===== src/hw/isd_defines.vh =====
// Constants for the instruction subset decoder
`ifndef ISD_DEFINES_VH
`define ISD_DEFINES_VH

`define ISD_IW 14
`define ISD_PCW 13
`define ISD_DW 8
`define ISD_AW 7
// Q phases per instruction cycle
`define ISD_QPH 4
`define ISD_QLAST 2'h3
`define ISD_QEXEC 2'h2
// Opcode fields
`define ISD_BR_HI 13
`define ISD_BR_LO 11
`define ISD_BR_OP 3'h5
`define ISD_OP6_HI 13
`define ISD_OP6_LO 8
`define ISD_OP_INCSZ 6'h0f
`define ISD_OP_INC 6'h0a
`define ISD_OP_ORAR 6'h04
`define ISD_OP_MOVR 6'h08
`define ISD_OP_ORL 6'h38
`define ISD_OP4_HI 13
`define ISD_OP4_LO 10
`define ISD_OP_LDL 4'hc
`define ISD_OP_STA 7'h01
`define ISD_OP7_HI 13
`define ISD_OP7_LO 7
`define ISD_DBIT 7
`define ISD_K11_HI 10
`define ISD_K8_HI 7
`define ISD_LAT_HI 4
`define ISD_LAT_LO 3
`define ISD_RST_PC 13'h0000
`define ISD_RST_W 8'h00
`define ISD_DEC_W 4

`endif


===== src/hw/isd_regfile.v =====
// Data register file, 128 bytes, registered read data
`default_nettype none
`include "isd_defines.vh"

module isd_regfile #(
  parameter AW = `ISD_AW,
  parameter DW = `ISD_DW
) (
  input wire i_clock,
  input wire [AW-1:0] i_raddr,
  output reg [DW-1:0] o_rdata,
  input wire i_we,
  input wire [AW-1:0] i_waddr,
  input wire [DW-1:0] i_wdata
);

  reg [DW-1:0] mem [0:(1<<AW)-1];

  always @(posedge i_clock) begin
    if (i_we) begin
      mem[i_waddr] <= i_wdata;
    end
    o_rdata <= mem[i_raddr];
  end

endmodule // isd_regfile

`default_nettype wire


===== src/hw/isd_core.v =====
// Fetch, decode and execute core for an eight-instruction subset
// Contract
// - Top bits 101 decode as absolute branch
// - Branch loads immediate into pc bits 10:0
// - Pc bits 12:11 come from high latch
// - Branch takes two cycles, one word
// - Inc_skip_zero increments, writes dest, flags unchanged
// - Zero result flushes next instruction as nop
// - Destination bit 0 selects acc, 1 register
// - Inc_reg increments to dest, updates zero
// - Or_literal_acc ORs literal into acc, zero
// - Or_acc_reg ORs acc with register, zero
// - Move_reg copies register to dest, zero
// - Load_literal_acc loads literal, ignores don't-cares
// - Store_acc_reg copies acc to register, no flags
// - Cycle is four periods; plain instructions one
`default_nettype none
`include "isd_defines.vh"

module isd_core #(
  parameter IW = `ISD_IW,
  parameter PCW = `ISD_PCW,
  parameter DW = `ISD_DW,
  parameter AW = `ISD_AW
) (
  input wire i_clock,
  input wire i_srst,
  input wire [IW-1:0] i_instr,
  input wire [DW-1:0] i_pc_high_latch,
  output reg [PCW-1:0] o_pc,
  output reg [DW-1:0] o_acc,
  output reg o_zero,
  output reg o_no_operation,
  output reg [1:0] o_qphase
);

  // ----------------------------------------------------------------
  // Decode helpers
  // ----------------------------------------------------------------
  localparam [`ISD_DEC_W-1:0] OP_NONE = 4'h0;
  localparam [`ISD_DEC_W-1:0] OP_BR = 4'h1;
  localparam [`ISD_DEC_W-1:0] OP_INCSZ = 4'h2;
  localparam [`ISD_DEC_W-1:0] OP_INC = 4'h3;
  localparam [`ISD_DEC_W-1:0] OP_ORL = 4'h4;
  localparam [`ISD_DEC_W-1:0] OP_ORAR = 4'h5;
  localparam [`ISD_DEC_W-1:0] OP_MOVR = 4'h6;
  localparam [`ISD_DEC_W-1:0] OP_LDL = 4'h7;
  localparam [`ISD_DEC_W-1:0] OP_STA = 4'h8;

  function [`ISD_DEC_W-1:0] decode;
    input [IW-1:0] ins;
    begin
      decode = OP_NONE;
      if (ins[`ISD_BR_HI:`ISD_BR_LO] == `ISD_BR_OP) begin
        decode = OP_BR;
      end else if (ins[`ISD_OP4_HI:`ISD_OP4_LO] == `ISD_OP_LDL) begin
        decode = OP_LDL;
      end else if (ins[`ISD_OP7_HI:`ISD_OP7_LO] == `ISD_OP_STA) begin
        decode = OP_STA;
      end else begin
        case (ins[`ISD_OP6_HI:`ISD_OP6_LO])
          `ISD_OP_INCSZ: decode = OP_INCSZ;
          `ISD_OP_INC: decode = OP_INC;
          `ISD_OP_ORL: decode = OP_ORL;
          `ISD_OP_ORAR: decode = OP_ORAR;
          `ISD_OP_MOVR: decode = OP_MOVR;
          default: decode = OP_NONE;
        endcase
      end
    end
  endfunction

  // ----------------------------------------------------------------
  // Q phase counter and instruction latch
  // ----------------------------------------------------------------
  reg [1:0] q_r;
  reg [IW-1:0] ir_r;
  reg flush_r;
  reg [PCW-1:0] pc_r;
  reg [DW-1:0] w_r;
  reg z_r;

  wire [`ISD_DEC_W-1:0] op = decode(ir_r);
  wire [AW-1:0] faddr = ir_r[AW-1:0];
  wire dsel = ir_r[`ISD_DBIT];
  wire [DW-1:0] kbyte = ir_r[`ISD_K8_HI:0];
  wire [DW-1:0] fdata;
  reg [DW-1:0] res;
  reg rf_we;
  reg w_we;
  reg z_we;
  reg skip;
  reg branch;

  isd_regfile #(
    .AW(AW),
    .DW(DW)
  ) u_rf (
    .i_clock(i_clock),
    .i_raddr(faddr),
    .o_rdata(fdata),
    .i_we(rf_we),
    .i_waddr(faddr),
    .i_wdata(res)
  );

  // ----------------------------------------------------------------
  // Execute datapath
  // ----------------------------------------------------------------
  always @* begin
    res = fdata;
    rf_we = 1'b0;
    w_we = 1'b0;
    z_we = 1'b0;
    skip = 1'b0;
    branch = 1'b0;
    case (op)
      OP_BR: begin
        branch = 1'b1;
      end
      OP_INCSZ: begin
        res = fdata + 8'h01;
        skip = (res == 8'h00);
        rf_we = dsel;
        w_we = ~dsel;
      end
      OP_INC: begin
        res = fdata + 8'h01;
        rf_we = dsel;
        w_we = ~dsel;
        z_we = 1'b1;
      end
      OP_ORL: begin
        res = w_r | kbyte;
        w_we = 1'b1;
        z_we = 1'b1;
      end
      OP_ORAR: begin
        res = w_r | fdata;
        rf_we = dsel;
        w_we = ~dsel;
        z_we = 1'b1;
      end
      OP_MOVR: begin
        res = fdata;
        rf_we = dsel;
        w_we = ~dsel;
        z_we = 1'b1;
      end
      OP_LDL: begin
        res = kbyte;
        w_we = 1'b1;
      end
      OP_STA: begin
        res = w_r;
        rf_we = 1'b1;
      end
      default: begin
        res = fdata;
      end
    endcase
    // Only act once per cycle, and never in a flushed slot
    if (q_r != `ISD_QEXEC || flush_r) begin
      rf_we = 1'b0;
      w_we = 1'b0;
      z_we = 1'b0;
      skip = 1'b0;
      branch = 1'b0;
    end
  end

  // ----------------------------------------------------------------
  // Sequencing: fetch at end of each four-period cycle
  // ----------------------------------------------------------------
  reg take_flush_r;
  reg hold_pc_r;
  always @(posedge i_clock) begin
    if (i_srst) begin
      q_r <= 2'h0;
      ir_r <= {IW{1'b0}};
      flush_r <= 1'b1;
      take_flush_r <= 1'b0;
      hold_pc_r <= 1'b0;
      pc_r <= `ISD_RST_PC;
      w_r <= `ISD_RST_W;
      z_r <= 1'b0;
    end else begin
      q_r <= q_r + 2'h1;
      if (w_we) begin
        w_r <= res;
      end
      if (z_we) begin
        z_r <= (res == 8'h00);
      end
      if (skip || branch) begin
        take_flush_r <= 1'b1;
      end
      if (branch) begin
        hold_pc_r <= 1'b1;
        pc_r <= {i_pc_high_latch[`ISD_LAT_HI:`ISD_LAT_LO], ir_r[`ISD_K11_HI:0]};
      end
      if (q_r == `ISD_QLAST) begin
        ir_r <= i_instr;
        flush_r <= take_flush_r;
        take_flush_r <= 1'b0;
        hold_pc_r <= 1'b0;
        // Skip still steps past the discarded word; branch keeps its target
        if (!hold_pc_r) begin
          pc_r <= pc_r + 13'h0001;
        end
      end
    end
  end

  always @(posedge i_clock) begin
    if (i_srst) begin
      o_pc <= `ISD_RST_PC;
      o_acc <= `ISD_RST_W;
      o_zero <= 1'b0;
      o_no_operation <= 1'b1;
      o_qphase <= 2'h0;
    end else begin
      o_pc <= pc_r;
      o_acc <= w_r;
      o_zero <= z_r;
      o_no_operation <= flush_r;
      o_qphase <= q_r;
    end
  end

endmodule // isd_core

`default_nettype wire


===== config.mk =====
export PLATFORM = sky130hd
export DESIGN_NAME = isd_core
export DESIGN_NICKNAME = d
export VERILOG_FILES = /design/src/hw/isd_regfile.v /design/src/hw/isd_core.v
export VERILOG_INCLUDE_DIRS = /design/src /design/src/hw
export SDC_FILE = /design/constraint.sdc
export NUM_CORES = 1
export LEC_CHECK = 0
export BUFFER_PORTS_ARGS = -buffer_cell sky130_fd_sc_hd__buf_2
export CAP_MARGIN = 5
export CORE_MARGIN = 4
export CORE_UTILIZATION = 35
export DETAILED_ROUTE_END_ITERATION = 16
export PLACE_DENSITY = 0.53
export SLEW_MARGIN = 20
export SYNTH_ARGS = -nofsm -noshare
export SYNTH_HDL_FRONTEND = slang
export SYNTH_HIERARCHICAL = 1
export SYNTH_SLANG_ARGS = --single-unit
export TNS_END_PERCENT = 1

===== constraint.sdc =====
create_clock -name i_clock -period 12.9 [get_ports i_clock]
set_input_delay 0.645 -clock i_clock [delete_from_list [all_inputs] [get_ports i_clock]]
set_output_delay 0.645 -clock i_clock [all_outputs]
set_load 0.05 [all_outputs]

==> results of run 1 <==
[power groups by stage]
stage / clock network, mW / registers [mW] / logic, mW
2_1_floorplan: 0 / 4.10 / 0.209
3_3_place_gp: 0 / 4.09 / 0.345
3_5_place_dp: 0 / 4.09 / 0.362
4_1_cts: 3.19 / 4.02 / 0.362
5_1_grt: 3.35 / 4.02 / 0.384
6_report: 3.11 / 4.02 / 0.354
[kinds of logic after synthesis]
family,synth area share
buffers and inverters,0.0130
XOR/XNOR,0.00102
adder cells (fa/ha/maj),0.00146
flip-flops,0.752
multiplexers,0.184
AO/OA/AOI/OAI,0.0130
AND/OR/NAND/NOR,0.0358
[sequential cells by signal, indices dropped and copies added, names as in the netlist]
name / cells
u_rf/mem: 1024
w_r: 8
o_acc: 8
z_r: 1
hold_pc_r: 1
o_qphase: 2
flush_r: 1
take_flush_r: 1
u_rf/o_rdata: 8
ir_r: 14
q_r: 2
o_zero: 1
pc_r: 13
o_pc: 13
o_no_operation: 1
[worst max-delay path by stage]
stage,start,to,slack (ns)
2_1_floorplan,ir_r[8]$_SDFFE_PP0P_,u_rf/mem[0][6]$_DFFE_PP_,7.58
3_3_place_gp,ir_r[2]$_SDFFE_PP0P_,u_rf/o_rdata[2]$_DFF_P_,7.62
3_5_place_dp,ir_r[2]$_SDFFE_PP0P_,u_rf/o_rdata[2]$_DFF_P_,7.59
4_1_cts,ir_r[2]$_SDFFE_PP0P_,u_rf/o_rdata[2]$_DFF_P_,7.58
5_1_grt,ir_r[2]$_SDFFE_PP0P_,u_rf/o_rdata[2]$_DFF_P_,7.48
6_report,ir_r[2]$_SDFFE_PP0P_,u_rf/o_rdata[2]$_DFF_P_,7.73
[layout make-up]
cell class | count | area, um^2
inverters | 10 | 42.5
multi-input cells | 780 | 10200
repair buffers | 77 | 522
diodes | 2 | 5.00
clock inverters | 64 | 554
well taps | 1625 | 2030
fillers | 10800 | 73200
clock buffers | 140 | 3000
flip-flops and latches | 1098 | 32200
[stage by stage]
stage               hold WS, ns  power (mW)  cells
detailed placement        0.447        4.45   3589
CTS                       0.166        7.57   3793
global placement          0.429        4.44   3589
finish                    0.214        7.48   3796
global route              0.205        7.75   3794
floorplan                 0.417        4.31   2002
[worst reg2reg max path: cells and delay by family, from the launching register on]
kind,cells,cell delay [ns]
buffers and inverters,3,2.25
multiplexers,4,1.91
flip-flops,1,0.90
[cell usage after synthesis, types with 2 or more instances]
cell / n
nor3b_1: 3
or2_1: 2
nand3_1: 18
a32oi_1: 5
a2bb2oi_1: 2
a31oi_1: 3
a22oi_1: 3
nand4_1: 7
xor2_1: 2
mux4_2: 336
nor4_1: 2
a211oi_1: 7
a221o_1: 2
buf_4: 12
buf_6: 2
buf_2: 24
mux2_2: 8
dfxtp_1: 74
xnor2_1: 3
nand2b_1: 4
o31ai_1: 2
inv_1: 10
nor2_1: 179
ha_1: 5
or3_1: 5
nand2_1: 25
o21ai_0: 13
a221oi_1: 5
and2_1: 5
a21oi_1: 19
nor2b_1: 35
a211o_1: 2
a22o_1: 4
buf_1: 22
clkbuf_1: 54
edfxtp_1: 1024
nor3_1: 15
mux2i_1: 21
and3_1: 14
a311oi_1: 3
or2_2: 2
nand3b_1: 2
[layer usage]
metal / track usage / vias to the layer above
li1: - / 8498
met1: 0.213 / 10700
met2: 0.245 / 623
met3: 0.0302 / 124
met4: 0.0407 / 0
met5: 0 / -
[placed cells by master (no fill, tap or decap), types with 5 or more instances in the layout]
cell type,count
o21ai_0,13
dfxtp_1,69
clkbuf_1,20
clkinvlp_4,5
nor2_1,177
a21oi_1,19
mux2i_1,21
a221oi_1,5
nand2_1,23
clkinv_2,20
clkbuf_16,115
inv_1,8
buf_4,31
a32oi_1,5
mux2_2,8
a211oi_1,7
nand3_1,13
edfxtp_1,1024
and2_1,5
buf_2,42
or3_1,5
mux4_2,336
ha_1,5
clkinv_1,24
nor3_1,13
and3_1,14
nor2b_1,35
bufinv_16,7
nand4_1,7
==> impl_metrics.ini, run 1 <==
[power_and_ir_drop]
p_sw_mw = 1.59
ir_worst_vdd_v = 0.000112
p_clk_frac = 0.415
p_leak_nw = 14.4
switching_share = 0.213
p_int_mw = 5.88
p_comb_frac = 0.047
p_seq_frac = 0.537
p_per_area_mw_per_mm2 = 154

[flow_run]
max_cap_violations = 0

[yosys]
syn_avg_cell_area_um2 = 21.4
ys_warn_count = 6
yosysTopAreaCell = edfxtp_1
synth_area_mm2 = 0.0428
synth_area_leaders = edfxtp_1, mux4_2, dfxtp_1, nor2_1, nor2b_1
yosys_register_bits = 1098
synth_edf_count = 1024
synth_fp_nets = 2031
ys_seq_area_frac = 0.752
yosysUniqueCellTypes = 59
synth_ff_type = edfxtp_1
synthCells = 2002
yosysTopAreaCellShare = 0.718
async_flop_share = 0

[placed_design]
place_ws_ns = 7.59
port_buffers = 42
hpwl_um = 56900
gp_congestion = 0.772
post_dp_cell_area_mm2 = 0.0450

[sta]
hold_violations = 0
period_minus_slack_ns = 5.17
tightest_slew_ns = 1.16
max_freq_mhz = 194
final-max-slew-violation-count = 0
setup_viol = 0
relSlewSlack = 0.228
rsz0062_at_grt = no
setup_ws_ns = 7.73
finClkSkew_ns = 0.0199
fin_setup_tns_ns = 0
period_share = 0.400

[worst_setup_path]
path_delay_family = buffers and inverters
path_max_fanout = 60
endpoint_kind = register
timing.rr.end = u_rf/o_rdata[2]$_DFF_P_
regToRegStartpoint = ir_r[2]$_SDFFE_PP0P_
start_kind = register
worst_r2r_path_depth = 7
cp_slowest_cell = dfxtp_4
cp_num_buf_inv = 3
cp.required_ns = 13.46
crit_type = reg2reg
path_cells = buf_4 -> buf_4 -> buf_4 -> mux4_2 -> mux4_2 -> mux4_2 -> mux2_2
arrival_ns = 5.73
reg2reg_slack_ns = 7.73
cp.depth = 7
crit_path_max_incr_delay_ns = 0.90

[drt]
drt-met1-wl_um = 41700
wl_met2_um = 46800
drt_iter0_drc = 1878
vias_per_cell = 5.26
routed.top_layer = met4
drt_first_pass_iters = 6
met3_length_um = 6520
drt-wirelength-per-cell_um = 25.5
ant_nets = 0
drc = 0
drt-total-wl_um = 96900
vias = 20000

[clock_tree]
worstSkewPairLatency_ns = 0.68
post_cts_resized = 0
postCtsSetupBuffers = 0
cts_max_path_buffers = 3
path_clk_slew_ns = 0.06
cts_buffers = 111
cts.sinks = 1098
cts_tree = yes
cts-root-buf = clkbuf_16
h-tree-depth = 3
hold_buffers = 0

[global_routing]
track_usage = 0.152
grt_start_max_net_pins = 113
first_global_vias = 21000
grt_first_pass_wirelength_um = 143000
grt_overflow_total = 0
antenna_found_initial = 5

[floorplan]
initial_core_util = 0.352
pin_count = 49
rows = 128
die-height_um = 358
core_area_mm2 = 0.122
die_x_um = 358
die_area_mm2 = 0.128

[final_layout]
nets = 2107
drive_gt1_frac = 0.280
area_growth_pct = 13.3
final_core_util = 0.399
final_area_mm2 = 0.0486

[min_path]
min_to = ir_r[10]$_SDFFE_PP0P_
min_from = i_instr[10]
min_path_cells = 3
min_path_type = in2reg

[run_status]
outcome = finished clean
Note: power is estimated with default switching activity, not from simulation.
==> run 2: changes to the inputs <==
Settings changed: PLACE_DENSITY 0.53 to 0.55.
Clock period 12.9 ns to 4.69 ns, I/O delays scaled along.
==> impl_metrics.ini, run 2 (same netlist as run 1, synthesis figures left out) <==
[worst_setup_path]
endpoint_kind = register
worst_r2r_path_depth = 9
reg2reg_slack_ns = 0.82
cp.required_ns = 4.98
cp_slowest_cell = nor2_1
crit_start = ir_r[11]$_SDFFE_PP0P_
path_max_fanout = 14
start_kind = register
regToRegStartpoint = ir_r[11]$_SDFFE_PP0P_
crit_type = reg2reg
timing.rr.end = u_rf/mem[10][4]$_DFFE_PP_
arrival_ns = 4.16
crit_path_max_incr_delay_ns = 0.67
path_cells = nor2b_1 -> buf_4 -> nor2_1 -> o21ai_0 -> and3_1 -> nor2b_1 -> nand2_1 -> buf_4 -> nor2_1

[final_layout]
stdcell_count = 3875
multi_input_area_mm2 = 0.0101
nFillCells = 10700
drive_gt1_frac = 0.292
nets = 2190
largest-register = u_rf/mem
final_core_util = 0.404
area_growth_pct = 14.8
largest_reg_flops = 1024
seq_area_mm2 = 0.0322
mostFrequentLayoutCell = edfxtp_1
final_cell_mix = edfxtp_1, mux4_2, nor2_1
reg_top3 = u_rf/mem: 1024 flops, ir_r: 14 flops

[global_routing]
antenna_found_initial = 2
grt_start_max_net_pins = 112
met2_usage = 0.250
gr-usage-met1 = 0.215
grt_first_pass_wirelength_um = 144000
grt_overflow_total = 0
busiest_layer = met2
first_global_vias = 21200
track_usage = 0.152
use_met3 = 0.0215

[clock_tree]
h-tree-depth = 3
path_clk_slew_ns = 0.06
cts-root-buf = clkbuf_16
worstSkewPairLatency_ns = 0.68
cts.sinks = 1098
cts_buffers = 110
cts_max_path_buffers = 3
cts_tree = yes
post_cts_resized = 0

[sta]
period_share = 0.825
tightest_slew_ns = 0.981
period_minus_slack_ns = 3.87
finClkSkew_ns = 0.0258
setup_ws_ns = 0.823
hold_violations = 0
hold_slack_ns = 0.0633
relSlewSlack = 0.344
setup_viol = 0
max_freq_mhz = 259
final-max-slew-violation-count = 0
rsz0062_at_grt = no
fin_setup_tns_ns = 0

[run_status]
outcome = finished clean

[floorplan]
die_area_mm2 = 0.128
die_x_um = 358
core_area_mm2 = 0.122
pin_count = 49
die-height_um = 358
initial_core_util = 0.352
rows = 128

[drt]
drt-total-wl_um = 96900
vias_per_cell = 5.23
drt-wirelength-per-cell_um = 25.0
drt_iter0_drc = 1974
ant_nets = 0
drt_first_pass_iters = 5
vias = 20300
drc = 0

[flow_run]
max_cap_violations = 0

[min_path]
min_from = i_srst
min_path_type = in2reg
min_path_cells = 2
min_to = o_pc[3]$_SDFF_PP0_

[placed_design]
gp_congestion = 0.801
place_ws_ns = 0.936
dp_cells = 3658
port_buffers = 42
hpwl_um = 59600

[power_and_ir_drop]
p_leak_nw = 14.8
ir_worst_vdd_v = 0.000330
p_per_area_mw_per_mm2 = 414
==> run 2: area by class of cell <==
type | instances | share of cell area
Antenna cell | 1 | 0.0000509
Clock buffer | 140 | 0.0591
Clock inverter | 60 | 0.0102
Inverter | 10 | 0.000916
Multi-Input combinational cell | 780 | 0.206
Sequential cell | 1098 | 0.656
Tap cell | 1625 | 0.0413
Timing Repair Buffer | 161 | 0.0268
==> run 2: routing by layer <==
| layer | part of all wire | vias to the layer above |
|---|---|---|
| li1 | - | 8665 |
| met1 | 0.44 | 10900 |
| met2 | 0.49 | 623 |
| met3 | 0.055 | 95 |
| met4 | 0.017 | 0 |
| met5 | 0 | - |
==> run 2: power breakdown <==
group | internal [mW] | switching [mW]
Clock | 4.71 | 3.59
Sequential | 11.0 | 0.0458
Combinational | 0.302 | 0.707
==> run 2: what timing repair did <==
action                                  in CTS  in global routing
hold endpoints to repair                    16                  0
endpoints found under the setup margin       0                  0
setup buffers                                0                  0
hold buffers                                16                  0
==> run 2: worst max-delay path by stage <==
stage | endpoint | slack, ns | depth (start not counted)
2_1_floorplan | u_rf/mem[0][1]$_DFFE_PP_ | 0.75 | 7
3_3_place_gp | u_rf/mem[8][4]$_DFFE_PP_ | 0.95 | 8
3_5_place_dp | u_rf/mem[112][7]$_DFFE_PP_ | 0.94 | 8
4_1_cts | u_rf/mem[24][6]$_DFFE_PP_ | 0.89 | 10
5_1_grt | u_rf/mem[24][6]$_DFFE_PP_ | 0.64 | 10
6_report | u_rf/mem[10][4]$_DFFE_PP_ | 0.82 | 9
==> run 2: through the flow <==
stage	total power, mW	area (um^2)
floorplan	11.9	42900
global placement	12.2	45600
detailed placement	12.3	45600
CTS	20.6	49200
global route	21.1	49200
finish	20.4	49200
==> run 2: critical path: cells and delay by family (launching register included) <==
| kind | cells | cell delay, ns |
|---|---|---|
| AOI/OAI and AO/OA | 1 | 0.17 |
| buffers and inverters | 2 | 0.55 |
| DFF | 1 | 0.66 |
| and+or+nand+nor | 6 | 2.10 |
==> run 3: changes to the inputs <==
Clock period 4.69 ns to 3.5 ns, I/O delays scaled along.
==> impl_metrics.ini, run 3 (same netlist as run 1, synthesis figures left out) <==
[run_status]
outcome = finished clean

[floorplan]
rows = 128
die_x_um = 358
core_area_mm2 = 0.122
die-height_um = 358
die_area_mm2 = 0.128
pin_count = 49
initial_core_util = 0.352

[sta]
relSlewSlack = 0.345
period_share = 0.917
finClkSkew_ns = 0.0211
fin_setup_tns_ns = 0
hold_violations = 0
rsz0062_at_grt = no
setup_ws_ns = 0.289
period_minus_slack_ns = 3.21
setup_viol = 0
max_freq_mhz = 311
tightest_slew_ns = 0.979
final-max-slew-violation-count = 0

[drt]
ant_nets = 0
drt-wirelength-per-cell_um = 24.6
drc = 0
drt-total-wl_um = 98100
vias_per_cell = 5.19
vias = 20700
drt_iter0_drc = 1723
drt_first_pass_iters = 5

[final_layout]
nets = 2302
stdcell_count = 3995
largest_reg_flops = 1024
final_core_util = 0.414
reg_top3 = u_rf/mem: 1024 flops, ir_r: 14 flops
final_cell_mix = edfxtp_1, mux4_2, buf_4
nFillCells = 10600
mostFrequentLayoutCell = edfxtp_1
drive_gt1_frac = 0.329
largest-register = u_rf/mem
area_growth_pct = 17.7

[power_and_ir_drop]
p_seq_frac = 0.528
p_leak_nw = 15.6
p_per_area_mw_per_mm2 = 556
p_comb_frac = 0.050
p_int_mw = 22.1
ir_worst_vdd_v = 0.000359
switching_share = 0.212
p_sw_mw = 5.95
p_clk_frac = 0.422

[flow_run]
max_cap_violations = 0

[worst_setup_path]
cp_slowest_cell = nand2_1
path_cells = buf_4 -> nor2_1 -> nor2_1 -> o21ai_0 -> and3_1 -> nor2b_1 -> nand2_1 -> buf_4 -> nor2_1 -> buf_4
arrival_ns = 3.59
path_delay_family = simple AND/OR/NAND/NOR gates
start_kind = register
endpoint_kind = register
cp.required_ns = 3.88
crit_type = reg2reg
crit_path_max_incr_delay_ns = 0.44
path_max_fanout = 10
cp_num_buf_inv = 3

[global_routing]
grt_first_pass_wirelength_um = 145000
grt_start_max_net_pins = 129
grt_overflow_total = 0
antenna_found_initial = 5
track_usage = 0.154
first_global_vias = 21500

[min_path]
min_path_type = in2reg

[clock_tree]
cts.sinks = 1098
worstSkewPairLatency_ns = 0.68
cts-root-buf = clkbuf_16
h-tree-depth = 3
postCtsSetupBuffers = 0
cts_tree = yes
path_clk_slew_ns = 0.06
cts_buffers = 111
cts_max_path_buffers = 3

[placed_design]
dp_cells = 3764
gp_congestion = 0.806
port_buffers = 42
hpwl_um = 61700
place_ws_ns = 0.341
==> run 3: changes by cell type in the layout (fill, tap and decap cells not counted), moves of 2 or more <==
cell | previous run | this run
clkinv_8 | 1 | 3
clkinv_4 | 1 | 3
clkbuf_1 | 27 | 24
dlygate4sd3_1 | 16 | 21
clkinv_2 | 14 | 21
clkbuf_16 | 111 | 116
buf_12 | 14 | 26
buf_4 | 89 | 183
bufinv_16 | 6 | 11
clkinv_1 | 25 | 18
clkinvlp_2 | 2 | 0
==> run 3: per-stage QoR <==
step | power, mW | hold slack (ns) | cell area [um^2]
after detailed placement | 16.5 | 0.424 | 46500
after CTS | 28.4 | 0.230 | 50400
final | 28.0 | 0.286 | 50400
after global routing | 29.1 | 0.318 | 50400
after global placement | 16.4 | 0.412 | 46500
after floorplan | 15.9 | 0.323 | 42900
==> run 3: worst paths after layout <==
| path | cells past startpoint | startpoint | to | slack (ns) |
|---|---|---|---|---|
| max | 10 | ir_r[11]$_SDFFE_PP0P_ | u_rf/mem[92][5]$_DFFE_PP_ | 0.29 |
| min | 4 | i_instr[6] | ir_r[6]$_SDFFE_PP0P_ | 0.29 |
| max reg2reg | 10 | ir_r[11]$_SDFFE_PP0P_ | u_rf/mem[92][5]$_DFFE_PP_ | 0.29 |
| min reg2reg | 1 | q_r[0]$_SDFF_PP0_ | q_r[0]$_SDFF_PP0_ | 0.46 |
==> run 3: layout make-up <==
class                      count  area [um^2]  area share
clock inverter                67          679      0.0135
clock buffer                 141         3010      0.0596
multi-input combinational    780        10100       0.201
antenna                        2         5.00   0.0000992
timing repair buffer         272         2310      0.0459
tap                         1625         2030      0.0403
inverter                      10         42.5    0.000843
sequential                  1098        32200       0.639
==> run 3: power by group through the flow <==
stage | logic [mW] | clock network, mW | registers [mW]
after floorplan | 0.776 | 0 | 15.1
after global placement | 1.37 | 0 | 15.1
after detailed placement | 1.43 | 0 | 15.1
after CTS | 1.44 | 12.2 | 14.8
after global routing | 1.53 | 12.8 | 14.8
final | 1.41 | 11.8 | 14.8
==> run 3: what timing repair did <==
item / in CTS / in global routing
hold endpoints to repair: 33 / 0
hold buffers: 21 / 0
resized for setup: 0 / 0
endpoints found under the setup margin: 0 / 0
==> run 3: worst min-delay path: cells and delay by family <==
family        cells  cell delay, ns
mux               1            0.05
buf+inv           2            0.63
simple gates      1            0.07
==> run 3: per-layer routing <==
layer | wire length [um] | GRT usage | vias up
met5 | 17 | 0 | -
met2 | 47400 | 0.247 | 603
met3 | 6400 | 0.0314 | 123
li1 | - | - | 8883
met4 | 2570 | 0.0488 | 2
met1 | 41700 | 0.212 | 11100
